<file path="src/hw/pst_pkg.sv">
package pst_pkg;

  // stream layout
  localparam int unsigned BLK_BITS   = 193;
  localparam int unsigned NBLK       = 4;
  localparam int unsigned CNT_BITS   = 12;
  localparam int unsigned CFG_BITS   = 304;
  localparam int unsigned PAD_BITS   = 63;
  localparam int unsigned BLK_TOTAL  = NBLK * BLK_BITS;
  localparam int unsigned LOAD_BITS  = BLK_TOTAL + CNT_BITS + CFG_BITS + PAD_BITS;
  localparam int unsigned PAR_POS0   = 0;
  localparam int unsigned ICTL_FAIL_BIT = 23;

  // cycle counts
  localparam int unsigned RESULT_LOW = 16;
  localparam int unsigned TIMEOUT    = 2048;
  localparam logic [1:0]  PULSE_LEN  = 2'h3;
  localparam logic [7:0]  DIV_SLOW   = 8'hff;  // last count of a 256-cycle period
  localparam logic [7:0]  DIV_FAST   = 8'h0f;  // last count of a 16-cycle period
  localparam logic [7:0]  HALF_SLOW  = 8'h80;
  localparam logic [7:0]  HALF_FAST  = 8'h08;

  // power-up phases, gray along the path
  typedef enum logic [2:0] {
    ST_IDLE   = 3'h0,
    ST_BUILTIN_ARRAY_SELFTEST   = 3'h1,
    ST_RESULT = 3'h3,
    ST_SROM   = 3'h2,
    ST_WRITE  = 3'h6,
    ST_RUN    = 3'h7
  } pst_state_e;

endpackage : pst_pkg

</file>
<file path="src/hw/pst_loader.sv">
`timescale 1ns/1ps
module pst_loader #(
  parameter int unsigned BUILTIN_ARRAY_SELFTEST_CYCLES = 700000
) (
  // clock and reset
  input  wire logic           clk_i,
  input  wire logic           rst_n_i,
  // serial rom pins and self-test status pin
  input  wire logic           serial_rom_data_in_i,
  output logic                serial_rom_clock_out_o,
  output logic                serial_rom_enable_n_o,
  output logic                selftest_status_out_o,
  // core side inputs
  input  wire logic           fast_load_flag_i,
  input  wire logic           builtin_array_selftest_error_i,
  input  wire logic           instr_retired_i,
  // status and control outputs
  output logic                ictl_selftest_fail_o,
  output logic                core_reset_hold_o,
  output logic                array_init_o,
  output logic                zero_padding_error_o,
  output logic                zero_parity_error_o,
  // instruction cache fill port
  output logic                icache_wr_en_o,
  output logic [9:0]          icache_wr_addr_o,
  output logic [192:0]        icache_wr_data_o,
  // configuration data
  output logic [303:0]        config_data_o,
  output logic                config_valid_o
);

  localparam int unsigned BW = pst_pkg::BLK_BITS;
  localparam int unsigned FW = pst_pkg::BLK_TOTAL;

  pst_pkg::pst_state_e state_reg;
  pst_pkg::pst_state_e state_next;
  logic [19:0]         cyc_reg;
  logic                data_meta_reg;
  logic                data_sync_reg;
  logic                fail_reg;
  logic                status_reg;
  logic                en_n_reg;
  logic                hold_reg;
  logic                init_reg;
  logic [10:0]         bits_reg;
  logic [FW-1:0]       blk_reg;
  logic [11:0]         fcnt_reg;
  logic [303:0]        cfg_reg;
  logic                pad_err_reg;
  logic                par_err_reg;
  logic [9:0]          wr_idx_reg;
  logic                wr_en_reg;
  logic [9:0]          wr_addr_reg;
  logic [192:0]        wr_data_reg;
  logic                cfg_valid_reg;
  logic [10:0]         to_cnt_reg;
  logic [1:0]          pulse_reg;
  logic [1:0]          pulse_next;
  logic                fail_next;
  logic                sclk;
  logic                srom_rise;

  // rom clock divider, runs only during the load phase
  pst_srom_clkgen u_clkgen (
    .clk_i   (clk_i),
    .rst_n_i (rst_n_i),
    .run_i   (state_reg == pst_pkg::ST_SROM),
    .fast_i  (fast_load_flag_i),
    .sclk_o  (sclk),
    .rise_o  (srom_rise)
  );

  // phase decodes
  wire builtin_array_selftest_done   = (cyc_reg == 20'(BUILTIN_ARRAY_SELFTEST_CYCLES - 1));
  wire result_done = (cyc_reg == 20'(pst_pkg::RESULT_LOW - 1));
  wire take_bit    = srom_rise && (state_reg == pst_pkg::ST_SROM);
  wire load_done   = take_bit && (bits_reg == 11'(pst_pkg::LOAD_BITS - 1));
  wire in_blocks   = (bits_reg < 11'(FW));
  wire in_count    = (bits_reg < 11'(FW + pst_pkg::CNT_BITS));
  wire in_cfg      = (bits_reg < 11'(FW + pst_pkg::CNT_BITS + pst_pkg::CFG_BITS));
  wire lines_zero  = (fcnt_reg[9:0] == 10'h000);
  wire wr_more     = !lines_zero && (wr_idx_reg <= fcnt_reg[9:0]) && (wr_idx_reg < 10'(pst_pkg::NBLK));
  wire [192:0] blk_sel = blk_reg[wr_idx_reg[1:0] * BW +: BW];
  wire timeout_hit = (state_reg == pst_pkg::ST_RUN) && !instr_retired_i &&
                     (to_cnt_reg == 11'(pst_pkg::TIMEOUT - 1));
  wire after_res   = (state_next == pst_pkg::ST_SROM) || (state_next == pst_pkg::ST_WRITE) ||
                     (state_next == pst_pkg::ST_RUN);

  // phase sequencing
  always_comb begin
    state_next = state_reg;
    unique case (state_reg)
      pst_pkg::ST_IDLE:   state_next = pst_pkg::ST_BUILTIN_ARRAY_SELFTEST;
      pst_pkg::ST_BUILTIN_ARRAY_SELFTEST:   if (builtin_array_selftest_done) state_next = pst_pkg::ST_RESULT;
      pst_pkg::ST_RESULT: if (result_done) state_next = pst_pkg::ST_SROM;
      pst_pkg::ST_SROM:   if (load_done) state_next = pst_pkg::ST_WRITE;
      pst_pkg::ST_WRITE:  if (!wr_more) state_next = pst_pkg::ST_RUN;
      pst_pkg::ST_RUN:    state_next = pst_pkg::ST_RUN;
      default:            state_next = pst_pkg::ST_IDLE;
    endcase
  end

  // status pin: high in test, low in extraction, then result or timeout pulse
  assign fail_next  = fail_reg | ((state_reg == pst_pkg::ST_BUILTIN_ARRAY_SELFTEST) & builtin_array_selftest_error_i);
  assign pulse_next = timeout_hit ? pst_pkg::PULSE_LEN :
                      (pulse_reg != 2'h0) ? pulse_reg - 2'h1 : 2'h0;

  // phase, counters and pin flops
  always_ff @(posedge clk_i) begin
    if (!rst_n_i) begin
      state_reg  <= pst_pkg::ST_IDLE;
      cyc_reg    <= 20'h00000;
      fail_reg   <= 1'b0;
      status_reg <= 1'b0;
      en_n_reg   <= 1'b1;
      hold_reg   <= 1'b1;
      init_reg   <= 1'b0;
      to_cnt_reg <= 11'h000;
      pulse_reg  <= 2'h0;
    end else begin
      state_reg  <= state_next;
      cyc_reg    <= (state_next != state_reg) ? 20'h00000 : cyc_reg + 20'h00001;
      fail_reg   <= fail_next;
      status_reg <= (state_next == pst_pkg::ST_BUILTIN_ARRAY_SELFTEST) | (after_res & fail_next) |
                    (pulse_next != 2'h0);
      en_n_reg   <= (state_next != pst_pkg::ST_SROM);
      hold_reg   <= (state_next != pst_pkg::ST_RUN);
      init_reg   <= (state_next == pst_pkg::ST_BUILTIN_ARRAY_SELFTEST);
      to_cnt_reg <= (state_reg != pst_pkg::ST_RUN || instr_retired_i || timeout_hit) ?
                    11'h000 : to_cnt_reg + 11'h001;
      pulse_reg  <= pulse_next;
    end
  end

  // data pin synchroniser, first stage read only by the second
  always_ff @(posedge clk_i) begin
    if (!rst_n_i) begin
      data_meta_reg <= 1'b0;
      data_sync_reg <= 1'b0;
    end else begin
      data_meta_reg <= serial_rom_data_in_i;
      data_sync_reg <= data_meta_reg;
    end
  end

  // stream deserialiser: blocks, count msb first, config, padding
  always_ff @(posedge clk_i) begin
    if (!rst_n_i) begin
      bits_reg    <= 11'h000;
      blk_reg     <= '0;
      fcnt_reg    <= 12'h000;
      cfg_reg     <= '0;
      pad_err_reg <= 1'b0;
    end else if (take_bit) begin
      bits_reg <= bits_reg + 11'h001;
      if (in_blocks) begin
        blk_reg <= {data_sync_reg, blk_reg[FW-1:1]};
      end else if (in_count) begin
        fcnt_reg <= {fcnt_reg[10:0], data_sync_reg};
      end else if (in_cfg) begin
        cfg_reg <= {data_sync_reg, cfg_reg[303:1]};
      end else begin
        pad_err_reg <= pad_err_reg | data_sync_reg;
      end
    end
  end

  // cache fill from low to high address once the count is known
  always_ff @(posedge clk_i) begin
    if (!rst_n_i) begin
      wr_idx_reg    <= 10'h000;
      wr_en_reg     <= 1'b0;
      wr_addr_reg   <= 10'h000;
      wr_data_reg   <= '0;
      par_err_reg   <= 1'b0;
      cfg_valid_reg <= 1'b0;
    end else begin
      wr_en_reg     <= (state_reg == pst_pkg::ST_WRITE) && wr_more;
      cfg_valid_reg <= cfg_valid_reg | (state_next == pst_pkg::ST_RUN);
      if ((state_reg == pst_pkg::ST_WRITE) && wr_more) begin
        wr_idx_reg  <= wr_idx_reg + 10'h001;
        wr_addr_reg <= wr_idx_reg;
        wr_data_reg <= blk_sel;
        par_err_reg <= par_err_reg | blk_sel[pst_pkg::PAR_POS0];
      end
    end
  end

  // outputs
  assign serial_rom_clock_out_o = sclk;
  assign serial_rom_enable_n_o  = en_n_reg;
  assign selftest_status_out_o  = status_reg;
  assign ictl_selftest_fail_o   = fail_reg;
  assign core_reset_hold_o      = hold_reg;
  assign array_init_o           = init_reg;
  assign zero_padding_error_o   = pad_err_reg;
  assign zero_parity_error_o    = par_err_reg;
  assign icache_wr_en_o         = wr_en_reg;
  assign icache_wr_addr_o       = wr_addr_reg;
  assign icache_wr_data_o       = wr_data_reg;
  assign config_data_o          = cfg_reg;
  assign config_valid_o         = cfg_valid_reg;
endmodule : pst_loader

</file>
<file path="src/hw/pst_srom_clkgen.sv">
`timescale 1ns/1ps
module pst_srom_clkgen (
  // clock and reset
  input  wire logic clk_i,
  input  wire logic rst_n_i,
  // control
  input  wire logic run_i,
  input  wire logic fast_i,
  // serial clock and capture strobe
  output logic      sclk_o,
  output logic      rise_o
);

  logic [7:0] div_reg;
  logic [7:0] div_next;
  logic       sclk_reg;
  logic       rise_reg;

  // period and half period follow the fast flag
  wire  [7:0] div_last = fast_i ? pst_pkg::DIV_FAST : pst_pkg::DIV_SLOW;
  wire  [7:0] div_half = fast_i ? pst_pkg::HALF_FAST : pst_pkg::HALF_SLOW;
  assign div_next = (div_reg == div_last) ? 8'h00 : div_reg + 8'h01;

  // clock high for the first half, so duty is exactly 50%
  always_ff @(posedge clk_i) begin
    if (!rst_n_i || !run_i) begin
      div_reg  <= 8'h00;
      sclk_reg <= 1'b0;
      rise_reg <= 1'b0;
    end else begin
      div_reg  <= div_next;
      sclk_reg <= (div_reg < div_half);
      rise_reg <= (div_reg == 8'h00);
    end
  end

  assign sclk_o = sclk_reg;
  assign rise_o = rise_reg;

endmodule : pst_srom_clkgen

</file>
<file path="config.mk">
export PLATFORM = sky130hd
export DESIGN_NAME = pst_loader
export DESIGN_NICKNAME = d
export VERILOG_FILES = /design/src/hw/pst_pkg.sv /design/src/hw/pst_loader.sv /design/src/hw/pst_srom_clkgen.sv
export SDC_FILE = /design/constraint.sdc
export NUM_CORES = 2
export LEC_CHECK = 0
export ABC_CLOCK_PERIOD_IN_PS = 4100
export BUFFER_PORTS_ARGS = -buffer_cell sky130_fd_sc_hd__buf_2
export CORE_ASPECT_RATIO = 1.25
export CORE_MARGIN = 2
export CORE_UTILIZATION = 55
export DETAILED_ROUTE_END_ITERATION = 6
export PLACE_DENSITY_LB_ADDON = 0.1
export SETUP_SLACK_MARGIN = 0.4
export SLEW_MARGIN = 30
export SYNTH_ARGS = -nofsm -noshare
export SYNTH_HDL_FRONTEND = slang
export SYNTH_SLANG_ARGS = --single-unit
export TNS_END_PERCENT = 10
</file>
<file path="constraint.sdc">
create_clock -name clk_i -period 4.1 [get_ports clk_i]
set_input_delay 0.615 -clock clk_i [delete_from_list [all_inputs] [get_ports clk_i]]
set_output_delay 0.615 -clock clk_i [all_outputs]
set_load 0.1 [all_outputs]
</file>
==> implementation parameters <==
Parameter                              Value

Drt
  ANT nets after route    0
  DR vias/cell    5.34
  Detailed-routing iteration count for the pre-antenna-repair pass    6
  Via count    41887
  Routed wire length    126000 um
  Residual DRC    0
  Post-DR wirelength/cell    16.0 um
  Starting DRT DRC Count    2885

Global route
  Via count of the first global-routing pass    38858
  Initial antenna violation count    0
  Gr ovfl total    0
  Global-route wire length before repair    200000 um
  Tot GR Track Use    24.6%
  Met1 global-route usage    30.1%
  Largest net degree at the start of global routing    237
  Most heavily used metal layer in global routing    met2
  Grt met2 use    42.3%
  Met3 Resource Use GR    4.42%

Setup path
  Source of the worst register-to-register timing path    bits_reg[8]
  Cell occurring most often along the worst timing path    sky130_fd_sc_hd__nand2_1
  Sort of element at the end of the critical path    register
  Setup Crit Path Kind    reg2reg
  CP max stage delay    0.80 ns
  Total buffers and inverters traversed by the critical path    1
  Launching element type of the critical path    register
  Launching instance or port of the critical path    bits_reg[8]
  Cells along the critical path    nand2_1 -> nor4_2 -> or4_4 -> buf_4 -> nand2_1 -> a21oi_1
  Critical Path AT    3.59 ns
  WP data required    4.74 ns
  Top Family by Delay on Critical Path    simple AND/OR/NAND/NOR gates
  Library cell contributing the largest single delay on the critical path    sky130_fd_sc_hd__or4_4
  Maximum fanout count along the critical path    74

Run status
  Result of the run    finished clean

Synth
  Syn Nets    6233
  Post-synth design cell area    52900 um2
  Synth Register Bits    1367
  Fraction of the yosys area taken by sequential cells    51.7%
  Top post-synthesis cells by area    sky130_fd_sc_hd__dfxtp_1 52%, sky130_fd_sc_hd__nand2_1 18%, sky130_fd_sc_hd__a21oi_1 10%
  Area share of the leading cell type in the synthesized netlist    51.7%
  Share of flip-flops with an asynchronous set or reset after synthesis    0%
  Largest area contributor in the synthesized netlist    sky130_fd_sc_hd__dfxtp_1
  Post-Synthesis Mean Instance Area    8.52 um2
  Total number of yosys warnings    0
  Number of instances in the synthesized netlist    6209
  Most instantiated flip-flop cell in the synthesis netlist    sky130_fd_sc_hd__dfxtp_1
  Library cells used by synthesis    50
  Number of synthesized flops with an enable pin    0

Clock tree
  TritonCTS Buffers    135
  Number of clock sinks seen by CTS    1367
  Worst-path clk slew    0.06 ns
  Count of H-tree levels built during CTS    4
  Hold-fix buffers at CTS    0
  Resized cells post-CTS    0
  Clk_lat worst skew    0.73 ns
  TritonCTS clock tree    built
  Clock tree root buffer cell    sky130_fd_sc_hd__clkbuf_16
  Buffer count from post-CTS setup fixing    0
  Maximum root-to-sink buffer count    3

Power
  Power density over the cells    434 nW/um2
  LEAKAGE    22.4 nW
  Maximum vdd drop    0.409 mV

Timing
  # setup viols final    0
  Slew Limit Headroom    31.1%
  Final hold violation count    0
  Final Max Slew Viols    0
  Peak clock frequency supported by timing    339 MHz
  Post-route minimum period    2.95 ns
  Share of the cycle needed by the critical path after routing    72.0%
  Slew of the pin with the lowest slew margin    1.03 ns
  Final clock skew    0.0301 ns
  RSZ-0062 raised after global routing    no
  Final setup TNS    0 ns

Floorplanning
  Starting utilization of the core area    55.3%
  Standard-cell row count    127
  Io pins    523
  Core area    95700 um2
  Die height    351 um
  Overall die area    98700 um2
  Die extent in x    281 um

Layout
  Total area of multi-input combinational cells    23400 um2
  Relative area change from synthesis to final layout    14.6%
  Layout Nets    6470
  Most used cells in the layout excluding fill and tap cells    2574 x sky130_fd_sc_hd__nand2_1, 1365 x sky130_fd_sc_hd__dfxtp_1, 1085 x sky130_fd_sc_hd__a21oi_1
  Number of flip-flops under the largest register name    772
  Diode count    0
  Sequential Area    27400 um2
  Fraction of final layout cells sized beyond drive strength 1    15.4%
  Commonest non-fill, non-tap cell in the layout    sky130_fd_sc_hd__nand2_1
  Number of filler instances in the final layout    8423
  Post-layout instance area    60600 um2

Placement
  Gp weighted congestion    0.806
  Port buffer count    522
  Cell area reported after detailed placement    56000 um2
  Estimated wirelength of the detail-placed design    78500 um

Hold path
  Worst hold start    serial_rom_data_in_i
  Worst hold-check path type    in2reg

Job
  Max_cap viols    0
metal layers:
metal / wire [um] / vias up
li1: - / 20968
met1: 51800 / 19818
met2: 62100 / 887
met3: 6570 / 214
met4: 5200 / 0
met5: 0 / -
where the power goes:
part | switching (mW) | internal (mW)
sequential | 0.00434 | 13.3
combinational | 0.258 | 0.0378
clock | 5.21 | 7.51
area by class of cell:
class,instances,share of cell area (%)
clock inverter,43,0.927
tap,1290,2.66
inverter,24,0.169
timing repair buffer,586,5.86
multi-input combinational,4332,38.5
sequential,1367,45.1
clock buffer,199,6.69
cell usage after synthesis (3+ instances only):
| library cell | instances |
|---|---|
| sky130_fd_sc_hd__o21ai_1 | 4 |
| sky130_fd_sc_hd__a31oi_1 | 3 |
| sky130_fd_sc_hd__buf_6 | 13 |
| sky130_fd_sc_hd__o21ai_0 | 7 |
| sky130_fd_sc_hd__nor3_1 | 32 |
| sky130_fd_sc_hd__nor2_1 | 51 |
| sky130_fd_sc_hd__inv_1 | 23 |
| sky130_fd_sc_hd__mux2i_1 | 207 |
| sky130_fd_sc_hd__nand2b_1 | 4 |
| sky130_fd_sc_hd__o21a_1 | 4 |
| sky130_fd_sc_hd__and4_1 | 5 |
| sky130_fd_sc_hd__nand3_1 | 18 |
| sky130_fd_sc_hd__a21o_1 | 3 |
| sky130_fd_sc_hd__nand2_1 | 2574 |
| sky130_fd_sc_hd__or3_1 | 7 |
| sky130_fd_sc_hd__and2_1 | 14 |
| sky130_fd_sc_hd__buf_2 | 138 |
| sky130_fd_sc_hd__buf_1 | 13 |
| sky130_fd_sc_hd__xnor2_1 | 26 |
| sky130_fd_sc_hd__a21oi_1 | 1085 |
| sky130_fd_sc_hd__clkbuf_1 | 311 |
| sky130_fd_sc_hd__or4_1 | 4 |
| sky130_fd_sc_hd__nand4_1 | 8 |
| sky130_fd_sc_hd__and3_1 | 15 |
| sky130_fd_sc_hd__ha_1 | 18 |
| sky130_fd_sc_hd__buf_4 | 11 |
| sky130_fd_sc_hd__mux4_2 | 193 |
| sky130_fd_sc_hd__a211oi_1 | 5 |
| sky130_fd_sc_hd__nor4_1 | 12 |
| sky130_fd_sc_hd__dfxtp_1 | 1367 |
| sky130_fd_sc_hd__xor2_1 | 11 |
worst paths after layout:
| kind | end | slack [ns] | depth (start not counted) |
|---|---|---|---|
| max | blk_reg[223] | 1.15 | 6 |
| min | data_meta_reg | 0.11 | 2 |
| max reg2reg | blk_reg[223] | 1.15 | 6 |
| min reg2reg | data_sync_reg | 0.43 | 1 |
logic make-up (layout without fill, tap and decap cells):
| family | Yosys count | after routing | share of synthesized area [%] |
|---|---|---|---|
| flip-flops | 1367 | 1367 | 51.7 |
| XOR/XNOR | 37 | 37 | 0.612 |
| buffers and inverters | 510 | 852 | 4.21 |
| adder cells (fa/ha/maj) | 18 | 18 | 0.426 |
| multiplexers | 400 | 400 | 12.1 |
| AO/OA/AOI/OAI | 1122 | 1122 | 10.8 |
| AND/OR/NAND/NOR | 2755 | 2755 | 20.1 |
stage by stage:
stage	util [%]	std cells	hold WS (ns)	setup slack, ns	power, mW
finish	63.4	7841	0.109	1.15	26.3
global route	63.4	7841	0.0891	0.948	27.1
CTS	63.3	7839	0.0618	1.17	26.6
detailed placement	58.5	7597	0.421	1.22	13.9
global placement	58.5	7597	0.416	1.28	13.9
floorplan	-	6209	0.412	1.16	13.8
worst register-to-register path, delay by kind of cell (launching register included):
family | cells | cell delay, ns
AO/OA/AOI/OAI | 1 | 0.20
AND/OR/NAND/NOR | 4 | 1.53
flip-flops | 1 | 0.39
buffers and inverters | 1 | 0.76
(Power assumes the default switching activity.)
